`src/rtl/sms_consts.svh`:
```
`ifndef SMS_CONSTS_SVH
`define SMS_CONSTS_SVH

// ----------------------------------------------------------------------
// Register byte offsets within the socket window
// ----------------------------------------------------------------------
`define SMS_OFF_EVENT 6'h00
`define SMS_OFF_MASK 6'h04
`define SMS_OFF_STATE 6'h08

// ----------------------------------------------------------------------
// Event and mask field positions
// ----------------------------------------------------------------------
`define SMS_EV_PWR 3
`define SMS_EV_CD_HI 2
`define SMS_EV_CD_LO 1
`define SMS_EV_CS 0
`define SMS_EV_W 4
`define SMS_EV_ZERO 4'h0
`define SMS_CD_ON 2'h3

// ----------------------------------------------------------------------
// Current-state field positions and values
// ----------------------------------------------------------------------
`define SMS_ST_CAPS_HI 31
`define SMS_ST_CAPS_LO 28
`define SMS_ST_RSVD_HI 27
`define SMS_ST_RSVD_LO 14
`define SMS_ST_RSVD_W 14
`define SMS_ST_VC_HI 13
`define SMS_ST_VC_LO 10
`define SMS_ST_BAD 9
`define SMS_ST_LOST 8
`define SMS_ST_NOCARD 7
`define SMS_ST_READY 6
`define SMS_ST_CB 5
`define SMS_ST_16 4
`define SMS_ST_PWR 3
`define SMS_ST_CD2 2
`define SMS_ST_CD1 1
`define SMS_ST_CS 0
// Socket supplies 3.3 V and 5 V only; the two unnamed supplies read 0.
`define SMS_SOCKET_CAPS 4'h3
`define SMS_MASK_RESET 4'h0
`define SMS_WORD_ZERO 32'h0000_0000

// ----------------------------------------------------------------------
// Force-write field positions
// ----------------------------------------------------------------------
`define SMS_FC_TEST 14
`define SMS_FC_VC_HI 13
`define SMS_FC_VC_LO 10
`define SMS_FC_BAD 9
`define SMS_FC_LOST 8
`define SMS_FC_NOCARD 7
`define SMS_FC_CB 5
`define SMS_FC_16 4
`define SMS_FC_EV_HI 3
`define SMS_FC_EV_LO 0

`endif

```
`src/rtl/sms_pkg_order_note.sv`:
```
`timescale 1ns/10ps

```
`src/rtl/sms_pkg.sv`:
```
package sms_pkg;

    // Card facts learned by interrogation, held until the next interrogation or forced write.
    typedef struct packed {
        logic yy_volt;
        logic xx_volt;
        logic three_volt;
        logic five_volt;
        logic cardbus;
        logic sixteen_bit;
    } sms_card_info_type;

    // Live socket pin levels, sampled on the bus clock.
    typedef struct packed {
        logic detect_one;
        logic detect_two;
        logic card_status;
        logic ready_irq;
        logic powered;
    } sms_pins_type;

endpackage : sms_pkg

```
`src/rtl/sms_socket_regs.sv`:
```
`timescale 1ns/10ps
`include "sms_consts.svh"

// Notes on behaviour
// - Events latch regardless of mask; mask only gates the interrupt.
// - Mask bit 3 lets power-cycle events interrupt when 1; default 0.
// - Detect field bits 2-1: 11 enables, 00 disables; 01/10 forbidden.
// - Mask bit 0 lets card-status events interrupt when 1; default 0.
// - Mask bits 31-4 read zero, ignore writes; mask resets to zero.
// - Forced writes show up in current-state bits beside live status.
// - Card voltage and type bits update only on insertion or a forced write.
// - Detect bits hold while interrogation uses the detect inputs.
// - Socket bits 31 and 30 read zero.
// - Socket bits 29 and 28 read one.
// - State bits 27-14 read zero; the state register is read-only.
// - State bits 13-10 show card support for the four supplies.
// - Bit 9 shows an invalid supply request; default zero.
// - Bit 8 flags possible data loss on removal; default zero.
// - Bit 7 flags unknown card; cleared by a valid insertion or a forced write with bit 7 low.
// - State register at 08h, resets to 3000 00XXh with live bits.
// - Events set on level change; CardBus status only on rising edge.
// - Detect bit reads 0 for low input, 1 for high input.
// - Forced test bit requests re-interrogation and state refresh.
module sms_socket_regs (
    // Clock and reset
    input wire logic clock,
    input wire logic srst,
    // Register port
    input wire logic reg_valid,
    input wire logic reg_write,
    input wire logic [5:0] reg_addr,
    input wire logic [31:0] reg_wdata,
    output logic [31:0] reg_rdata,
    output logic reg_ack,
    // Socket pins
    input wire sms_pkg::sms_pins_type pins,
    // Interrogation logic
    input wire logic interrog_busy,
    input wire logic interrog_done,
    input wire sms_pkg::sms_card_info_type interrog_info,
    input wire logic interrog_unrecognized,
    output logic reinterrogate_trigger,
    // Socket control and data path flags
    input wire logic invalid_supply_set,
    input wire logic removal_loss_set,
    // Force-event register write
    input wire logic force_wr,
    input wire logic [31:0] force_data,
    // Status
    output logic [`SMS_EV_W-1:0] event_bits,
    output logic status_change_irq
);

    // ------------------------------------------------------------------
    // Decode
    // ------------------------------------------------------------------
    function automatic logic hit(input logic [5:0] a, input logic [5:0] o);
        hit = (a == o);
    endfunction : hit

    logic wr_mask;
    logic wr_event;
    assign wr_mask = reg_valid & reg_write & hit(reg_addr, `SMS_OFF_MASK);
    assign wr_event = reg_valid & reg_write & hit(reg_addr, `SMS_OFF_EVENT);

    // ------------------------------------------------------------------
    // Interrupt mask
    // ------------------------------------------------------------------
    logic power_cycle_irq_enable;
    logic [1:0] card_detect_irq_enable;
    logic card_status_irq_enable;

    always_ff @(posedge clock) begin
        if (srst) begin
            {power_cycle_irq_enable, card_detect_irq_enable,
                card_status_irq_enable} <= `SMS_MASK_RESET;
        end else if (wr_mask) begin
            power_cycle_irq_enable <= reg_wdata[`SMS_EV_PWR];
            card_detect_irq_enable <=
                reg_wdata[`SMS_EV_CD_HI:`SMS_EV_CD_LO];
            card_status_irq_enable <= reg_wdata[`SMS_EV_CS];
        end
    end

    // ------------------------------------------------------------------
    // Live and held state bits
    // ------------------------------------------------------------------
    logic primed;
    logic detect_one_level;
    logic detect_two_level;
    logic invalid_supply_request;
    logic removal_data_loss;
    logic unrecognized_card;
    sms_pkg::sms_card_info_type card_info;

    always_ff @(posedge clock) begin
        if (srst) begin
            primed <= 1'b0;
        end else begin
            primed <= 1'b1;
        end
    end

    // Detect bits follow the pins except while interrogation toggles them.
    // During reset the pins pass through so the reset value is live.
    always_ff @(posedge clock) begin
        if (srst || !interrog_busy) begin
            detect_one_level <= pins.detect_one;
            detect_two_level <= pins.detect_two;
        end
    end

    // A hardware set in the cycle of a forced write wins, so that a fault
    // reported by the socket is never hidden by software.
    always_ff @(posedge clock) begin
        if (srst) begin
            invalid_supply_request <= 1'b0;
        end else if (invalid_supply_set) begin
            invalid_supply_request <= 1'b1;
        end else if (force_wr) begin
            invalid_supply_request <= force_data[`SMS_FC_BAD];
        end
    end

    always_ff @(posedge clock) begin
        if (srst) begin
            removal_data_loss <= 1'b0;
        end else if (removal_loss_set) begin
            removal_data_loss <= 1'b1;
        end else if (force_wr) begin
            removal_data_loss <= force_data[`SMS_FC_LOST];
        end
    end

    sms_state_capture u_capture (
        .clock(clock),
        .srst(srst),
        .done(interrog_done),
        .info_in(interrog_info),
        .unrecognized_in(interrog_unrecognized),
        .force_wr(force_wr),
        .force_data(force_data),
        .info(card_info),
        .unrecognized_card(unrecognized_card)
    );

    // One-cycle request to the interrogation logic.
    always_ff @(posedge clock) begin
        if (srst) begin
            reinterrogate_trigger <= 1'b0;
        end else begin
            reinterrogate_trigger <= force_wr & force_data[`SMS_FC_TEST];
        end
    end

    logic [31:0] current_state;
    always_comb begin
        current_state = `SMS_WORD_ZERO;
        current_state[`SMS_ST_CAPS_HI:`SMS_ST_CAPS_LO] =
            `SMS_SOCKET_CAPS;
        current_state[`SMS_ST_VC_HI:`SMS_ST_VC_LO] = {card_info.yy_volt,
            card_info.xx_volt, card_info.three_volt,
            card_info.five_volt};
        current_state[`SMS_ST_BAD] = invalid_supply_request;
        current_state[`SMS_ST_LOST] = removal_data_loss;
        current_state[`SMS_ST_NOCARD] = unrecognized_card;
        current_state[`SMS_ST_READY] = pins.ready_irq;
        current_state[`SMS_ST_CB] = card_info.cardbus;
        current_state[`SMS_ST_16] = card_info.sixteen_bit;
        current_state[`SMS_ST_PWR] = pins.powered;
        current_state[`SMS_ST_CD2] = detect_two_level;
        current_state[`SMS_ST_CD1] = detect_one_level;
        current_state[`SMS_ST_CS] = pins.card_status;
    end

    // ------------------------------------------------------------------
    // Events and interrupt
    // ------------------------------------------------------------------
    logic [`SMS_EV_W-1:0] clear_bits;
    logic [`SMS_EV_W-1:0] force_bits;
    assign clear_bits = wr_event ? reg_wdata[`SMS_EV_W-1:0] : `SMS_EV_ZERO;
    assign force_bits = force_wr ?
        force_data[`SMS_FC_EV_HI:`SMS_FC_EV_LO] : `SMS_EV_ZERO;

    sms_event_reg u_events (
        .clock(clock),
        .srst(srst),
        .primed(primed),
        .levels({pins.powered, detect_two_level, detect_one_level,
            pins.card_status}),
        .cardbus(card_info.cardbus),
        .clear_bits(clear_bits),
        .force_bits(force_bits),
        .events(event_bits)
    );

    // The reserved detect codes enable nothing; only 11 opens the gate.
    logic [`SMS_EV_W-1:0] enables;
    always_comb begin
        enables = `SMS_EV_ZERO;
        enables[`SMS_EV_PWR] = power_cycle_irq_enable;
        enables[`SMS_EV_CD_HI] =
            (card_detect_irq_enable == `SMS_CD_ON);
        enables[`SMS_EV_CD_LO] = (card_detect_irq_enable == `SMS_CD_ON);
        enables[`SMS_EV_CS] = card_status_irq_enable;
    end
    assign status_change_irq = |(event_bits & enables);

    // ------------------------------------------------------------------
    // Read back
    // ------------------------------------------------------------------
    function automatic logic [`SMS_EV_W-1:0] enables_raw(input logic p,
        input logic [1:0] c, input logic s);
        enables_raw = {p, c, s};
    endfunction : enables_raw

    logic [31:0] next_rdata;
    always_comb begin
        next_rdata = `SMS_WORD_ZERO;
        case (reg_addr)
            `SMS_OFF_EVENT: next_rdata[`SMS_EV_W-1:0] = event_bits;
            `SMS_OFF_MASK: next_rdata[`SMS_EV_W-1:0] =
                enables_raw(power_cycle_irq_enable, card_detect_irq_enable,
                card_status_irq_enable);
            `SMS_OFF_STATE: next_rdata = current_state;
            default: next_rdata = `SMS_WORD_ZERO;
        endcase
    end

    always_ff @(posedge clock) begin
        if (srst) begin
            reg_ack <= 1'b0;
            reg_rdata <= `SMS_WORD_ZERO;
        end else begin
            reg_ack <= reg_valid;
            reg_rdata <= (reg_valid && !reg_write) ? next_rdata :
                `SMS_WORD_ZERO;
        end
    end

    // ------------------------------------------------------------------
    // Checks
    // ------------------------------------------------------------------
    chk_mask_gates_irq: assert property (@(posedge clock) disable iff (srst)
        (event_bits[`SMS_EV_CS] && !card_status_irq_enable &&
        !power_cycle_irq_enable && card_detect_irq_enable == 2'h0)
        |-> !status_change_irq)
        else $error("Masked event raised interrupt.");
    chk_event_kept_masked: assert property (@(posedge clock) disable iff (srst)
        (primed && !card_info.cardbus && !wr_event &&
        $changed(pins.card_status)) |=> event_bits[`SMS_EV_CS])
        else $error("Status edge not latched.");
    chk_power_irq: assert property (@(posedge clock) disable iff (srst)
        (event_bits[`SMS_EV_PWR] && power_cycle_irq_enable)
        |-> status_change_irq)
        else $error("Power event did not interrupt.");
    chk_detect_reserved: assert property (@(posedge clock) disable iff (srst)
        (card_detect_irq_enable != `SMS_CD_ON && !event_bits[`SMS_EV_PWR] &&
        !event_bits[`SMS_EV_CS]) |-> !status_change_irq)
        else $error("Detect field other than 11 raised interrupt.");
    chk_mask_readback: assert property (@(posedge clock) disable iff (srst)
        (reg_valid && !reg_write && reg_addr == `SMS_OFF_MASK) |=>
        (reg_ack && reg_rdata[31:`SMS_EV_W] == 28'h0))
        else $error("Mask upper bits not zero.");
    chk_detect_hold: assert property (@(posedge clock) disable iff (srst)
        (primed && interrog_busy) |=> $stable(detect_one_level) &&
        $stable(detect_two_level))
        else $error("Detect bit moved during interrogation.");
    chk_caps_fixed: assert property (@(posedge clock) disable iff (srst)
        current_state[`SMS_ST_CAPS_HI:`SMS_ST_CAPS_LO] == 4'h3 &&
        current_state[`SMS_ST_RSVD_HI:`SMS_ST_RSVD_LO] == 14'h0)
        else $error("Fixed state bits wrong.");
    chk_card_hold: assert property (@(posedge clock) disable iff (srst)
        (!interrog_done && !force_wr) |=> $stable(card_info))
        else $error("Card facts changed without insertion.");
    chk_retest_pulse: assert property (@(posedge clock) disable iff (srst)
        (force_wr && force_data[`SMS_FC_TEST]) |=> reinterrogate_trigger
        ##1 !reinterrogate_trigger || $past(force_wr))
        else $error("Retest request missing.");
    chk_unknown_sticky: assert property (@(posedge clock) disable iff (srst)
        (unrecognized_card && !force_wr && !interrog_done)
        |=> unrecognized_card)
        else $error("Unknown-card flag dropped.");
    chk_cb_rising_only: assert property (@(posedge clock) disable iff (srst)
        (primed && card_info.cardbus && $fell(pins.card_status) &&
        !event_bits[`SMS_EV_CS] && !force_wr) |=>
        !event_bits[`SMS_EV_CS])
        else $error("CardBus falling edge set event.");
    chk_flags_forced: assert property (@(posedge clock) disable iff (srst)
        force_wr |=> (invalid_supply_request ==
        ($past(force_data[`SMS_FC_BAD]) | $past(invalid_supply_set)) &&
        removal_data_loss ==
        ($past(force_data[`SMS_FC_LOST]) | $past(removal_loss_set))))
        else $error("Forced flags not shown.");

    cov_irq_on: cover property (@(posedge clock) disable iff (srst)
        $rose(status_change_irq));
    cov_clear_event: cover property (@(posedge clock) disable iff (srst)
        wr_event && |event_bits ##1 !(|event_bits));
    cov_insertion: cover property (@(posedge clock) disable iff (srst)
        interrog_busy ##[1:20] interrog_done);
    cov_retest: cover property (@(posedge clock) disable iff (srst)
        reinterrogate_trigger);

endmodule : sms_socket_regs

```
`src/rtl/sms_event_reg.sv`:
```
`timescale 1ns/10ps
`include "sms_consts.svh"

module sms_event_reg (
    // Clock and reset
    input wire logic clock,
    input wire logic srst,
    // Level sources, bit order power, detect two, detect one, status
    input wire logic primed,
    input wire logic [`SMS_EV_W-1:0] levels,
    input wire logic cardbus,
    // Software set and clear
    input wire logic [`SMS_EV_W-1:0] clear_bits,
    input wire logic [`SMS_EV_W-1:0] force_bits,
    // Sticky flags
    output logic [`SMS_EV_W-1:0] events
);

    logic [`SMS_EV_W-1:0] prev;
    logic [`SMS_EV_W-1:0] change;

    // The first cycle after reset only records levels, so that reset
    // itself does not look like a change.
    always_ff @(posedge clock) begin
        if (srst) begin
            prev <= `SMS_EV_ZERO;
        end else begin
            prev <= levels;
        end
    end

    always_comb begin
        change = primed ? (levels ^ prev) : `SMS_EV_ZERO;
        if (cardbus) begin
            change[`SMS_EV_CS] = primed & levels[`SMS_EV_CS] &
                ~prev[`SMS_EV_CS];
        end
    end

    // A set in the cycle of a clear wins, so no event is lost.
    always_ff @(posedge clock) begin
        if (srst) begin
            events <= `SMS_EV_ZERO;
        end else begin
            events <= (events & ~clear_bits) | change | force_bits;
        end
    end

endmodule : sms_event_reg

```
`src/rtl/sms_state_capture.sv`:
```
`timescale 1ns/10ps
`include "sms_consts.svh"

module sms_state_capture (
    // Clock and reset
    input wire logic clock,
    input wire logic srst,
    // Interrogation result
    input wire logic done,
    input wire sms_pkg::sms_card_info_type info_in,
    input wire logic unrecognized_in,
    // Force write
    input wire logic force_wr,
    input wire logic [31:0] force_data,
    // Held card facts
    output sms_pkg::sms_card_info_type info,
    output logic unrecognized_card
);

    // Card facts change only on an interrogation or a forced write.
    always_ff @(posedge clock) begin
        if (srst) begin
            info <= '0;
        end else if (force_wr) begin
            info.yy_volt <= force_data[`SMS_FC_VC_HI];
            info.xx_volt <= force_data[`SMS_FC_VC_HI-1];
            info.three_volt <= force_data[`SMS_FC_VC_LO+1];
            info.five_volt <= force_data[`SMS_FC_VC_LO];
            info.cardbus <= force_data[`SMS_FC_CB];
            info.sixteen_bit <= force_data[`SMS_FC_16];
        end else if (done) begin
            info <= info_in;
        end
    end

    // An unknown card sets the flag; only a valid card or a forced write with bit 7 low clears it again.
    always_ff @(posedge clock) begin
        if (srst) begin
            unrecognized_card <= 1'b0;
        end else if (force_wr) begin
            unrecognized_card <= force_data[`SMS_FC_NOCARD];
        end else if (done) begin
            unrecognized_card <= unrecognized_in;
        end
    end

endmodule : sms_state_capture

```
`config.mk`:
```
export PLATFORM = sky130hd
export DESIGN_NAME = sms_socket_regs
export DESIGN_NICKNAME = d
export VERILOG_FILES = /design/src/rtl/sms_pkg_order_note.sv /design/src/rtl/sms_pkg.sv /design/src/rtl/sms_socket_regs.sv /design/src/rtl/sms_event_reg.sv /design/src/rtl/sms_state_capture.sv
export VERILOG_INCLUDE_DIRS = /design/src /design/src/rtl
export SDC_FILE = /design/constraint.sdc
export NUM_CORES = 1
export LEC_CHECK = 0
export BUFFER_PORTS_ARGS = -buffer_cell sky130_fd_sc_hd__buf_2
export CAP_MARGIN = 30
export CORE_MARGIN = 8
export CORE_UTILIZATION = 40
export CTS_CLUSTER_DIAMETER = 120
export DETAILED_ROUTE_END_ITERATION = 8
export GPL_TIMING_DRIVEN = 0
export PLACE_DENSITY = 0.85
export SLEW_MARGIN = 20
export SYNTH_ARGS = -nofsm -noshare
export SYNTH_HDL_FRONTEND = slang
export SYNTH_HIERARCHICAL = 1
export SYNTH_SLANG_ARGS = --single-unit
```
`constraint.sdc`:
```
create_clock -name clock -period 2 [get_ports clock]
set_clock_uncertainty 0.15 [all_clocks]
set_input_delay 0.4 -clock clock [delete_from_list [all_inputs] [get_ports clock]]
set_output_delay 0.4 -clock clock [all_outputs]
set_load 0.01 [all_outputs]
```
==> reports/results.ini <==
[min_path]
hold_class=primary input to flop
min_to=detect_two_level$_DFFE_PP_
min_from=pins[3]
worstHoldPathCells=1

[sta]
hold_violations=0
fin_tns_setup_ns=0
final_max_slew_viol_count=0
hold_ws_ns=0.1336
setup_viol=0
tightest_slew_ns=0.6517
fmax_mhz=607.3
slew_headroom_pct=55.94
fin_crit_sh_pct=82.33
finalCriticalPeriod_ns=1.647
worst_slack_ns=0.3534
rsz0062_at_grt=false

[grt]
gr-max-usage-layer=met2
use_met2_pct=19.49
grt_pass1_vias=1442
grt_max_degree=18
grt-ovfl-total=0
track_usage_pct=12.04
grt_pass1_wl_um=6320
antenna_found_initial=0
grt_util_met1_pct=14.50
met3_usage_pct=3.571

[routing]
vias=1467
wl_per_cell_um=13.02
drt_iter0_markers=67
ant_nets=0
viasPerCell=4.584
first_pass_iters=4
routed_wl_um=4165
drc=0

[synthesis]
yosysWarnings=6
netlist_instances=180
synth_most_common_cell=dfxtp_1
yosysSeqAreaShare_pct=48.00
synthFlopType=dfxtp_1
synth.distinct_cells=34
ys_top_cells_by_count=39 x dfxtp_1, 18 x buf_4, 14 x and2_1, 14 x nor2b_1, 12 x nor2_1
synthTopCellsByArea=dfxtp_1 45%, buf_4 7.7%, mux2i_1 6.3%, and2_1 5.0%, nor2b_1 5.0%
synth_top_area_share_pct=44.57
syn-cell-area_um2=1752
ys_ff_latch=41
yosysTopAreaCell=dfxtp_1
synthArstFlopShare_pct=0
avgSynthCellArea_um2=9.732
synth-edff-count=2

[power]
p_switching_uw=406.0
pwr-share-seq_pct=48.5
ir_drop_v=0.0004123
pwr-share-clk_pct=40.2
swShare_pct=22.36
power_frac_comb_pct=11.3
leakagePower_nw=1.142
intPower_mw=1.409
power_density_nw_per_um2=780.1

[worst_setup_path]
critPathCaptureType=output pin
worstPathRequired_ns=1.45
critPathArrivalTime_ns=1.10
crit_type=flop to output pin
startpoint_type=flop
critPathMaxFanout=4
reg2reg_slack_ns=0.78
regToRegEndpoint=u_events/events[2]$_SDFF_PP0_
r2r.worst_path.cells=3
timing.rr.start=detect_two_level$_DFFE_PP_

[clock_network]
hold_buffers=0
cts_resized=0
cts.sinks=41
cts_root_buf=clkbuf_8
htree_levels=2
cts.clk_slew.worst_paths_ns=0.08
clockBufferDepth=2
clk_latency_ns=0.29
post_cts_buffers=0
cts_tree=yes
cts_buffers=5

[layout]
final_cells=320
fillerInstances=412
area_delta_synth_final_pct=32.86
drive_above_1_share_pct=37.69
fin_util_pct=54.20
diodes=0
nets=358

[job]
maxCapViolations=0

[floorplanning]
ioPinCount=130
dieWidth_um=82.18
die_area_um2=6753
initial_core_util_pct=40.79
rows=24
die_h_um=82.18
core_region_area_um2=4294

[placement]
post-dp-hpwl_um=3301
placedCellCount=312
port_buffers=65
place_worst_setup_slack_ns=0.1266
place_congestion=0.7978

[run_status]
status=finished clean

## cell families after synthesis
kind of cell              after synthesis  share of synthesized area (%)
buffers and inverters                  31                          11.07
muxes                                  11                          6.286
other                                   1                         0.2141
DFF                                    41                          48.00
xor gates and xnor gates                3                          1.500
AOI/OAI and AO/OA                      28                          10.86
and+or+nand+nor                        65                          22.07
## through the flow
stage	instance area (µm²)	power, mW
detailed placement	2198	1.103
global route	2327	1.901
finish	2327	1.815
global placement	2198	1.098
floorplan	1808	1.017
CTS	2327	1.829
## worst max-delay path by stage
stage,from,endpoint,cells past startpoint
2_1_floorplan,reg_addr[1],u_events/events[1]$_SDFF_PP0_,6
3_3_place_gp,reg_addr[1],u_events/events[3]$_SDFF_PP0_,7
3_5_place_dp,reg_addr[1],u_events/events[3]$_SDFF_PP0_,7
5_1_grt,reg_addr[1],u_events/events[1]$_SDFF_PP0_,7
4_1_cts,u_events/events[2]$_SDFF_PP0_,status_change_irq,3
6_report,u_events/events[2]$_SDFF_PP0_,status_change_irq,3
## flip-flops by register name (all words and copies together) (netlist names), 2 cells and up
name and count:
u_capture/info 6, card_detect_irq_enable 2, reg_rdata 15, u_events/events 4
u_events/prev 4
## cells in the final DEF, fill, tap and decap left out, types with 7 or more instances in the layout
master    instances
buf_2            67
dfxtp_1          39
buf_4            18
conb_1           16
and2_1           14
nor2b_1          14
nor2_1           12
mux2i_1          11
inv_1            10
a211oi_1          9
a21oi_1           8
nand3_1           7
## final cells by class
type                    instances  area, µm²  share of cell area (%)
plain buffers                  21      156.4                   6.720
clock inverters                 2      35.03                   1.505
flip-flops and latches         41      840.8                   36.13
inverters                      10      37.54                   1.613
well taps                      52      65.06                   2.796
multi-input cells             123      773.2                   33.23
repair buffers                 65      325.3                   13.98
clock buffers                   6      93.84                   4.032
## per-layer routing
metal	wire, µm	part of all wire [%]	vias to the layer above
met5	0	0	-
met4	52	1.2	0
met3	393	9.4	5
met2	1988	48	62
met1	1732	42	647
li1	-	-	753
## critical path: stages (launching register included)
cell and delay (ns):
dfxtp_1 0.35, o211ai_1 0.22, nand2_1 0.10, buf_2 0.15
## power by group through the flow
| stage | logic, mW | clock network [mW] | registers, mW |
|---|---|---|---|
| after floorplan | 0.119 | 0 | 0.898 |
| after global placement | 0.201 | 0 | 0.898 |
| after detailed placement | 0.203 | 0 | 0.899 |
| after CTS | 0.205 | 0.745 | 0.880 |
| after global routing | 0.227 | 0.789 | 0.885 |
| final | 0.206 | 0.730 | 0.880 |
Note: power is estimated with default switching activity, not from simulation.
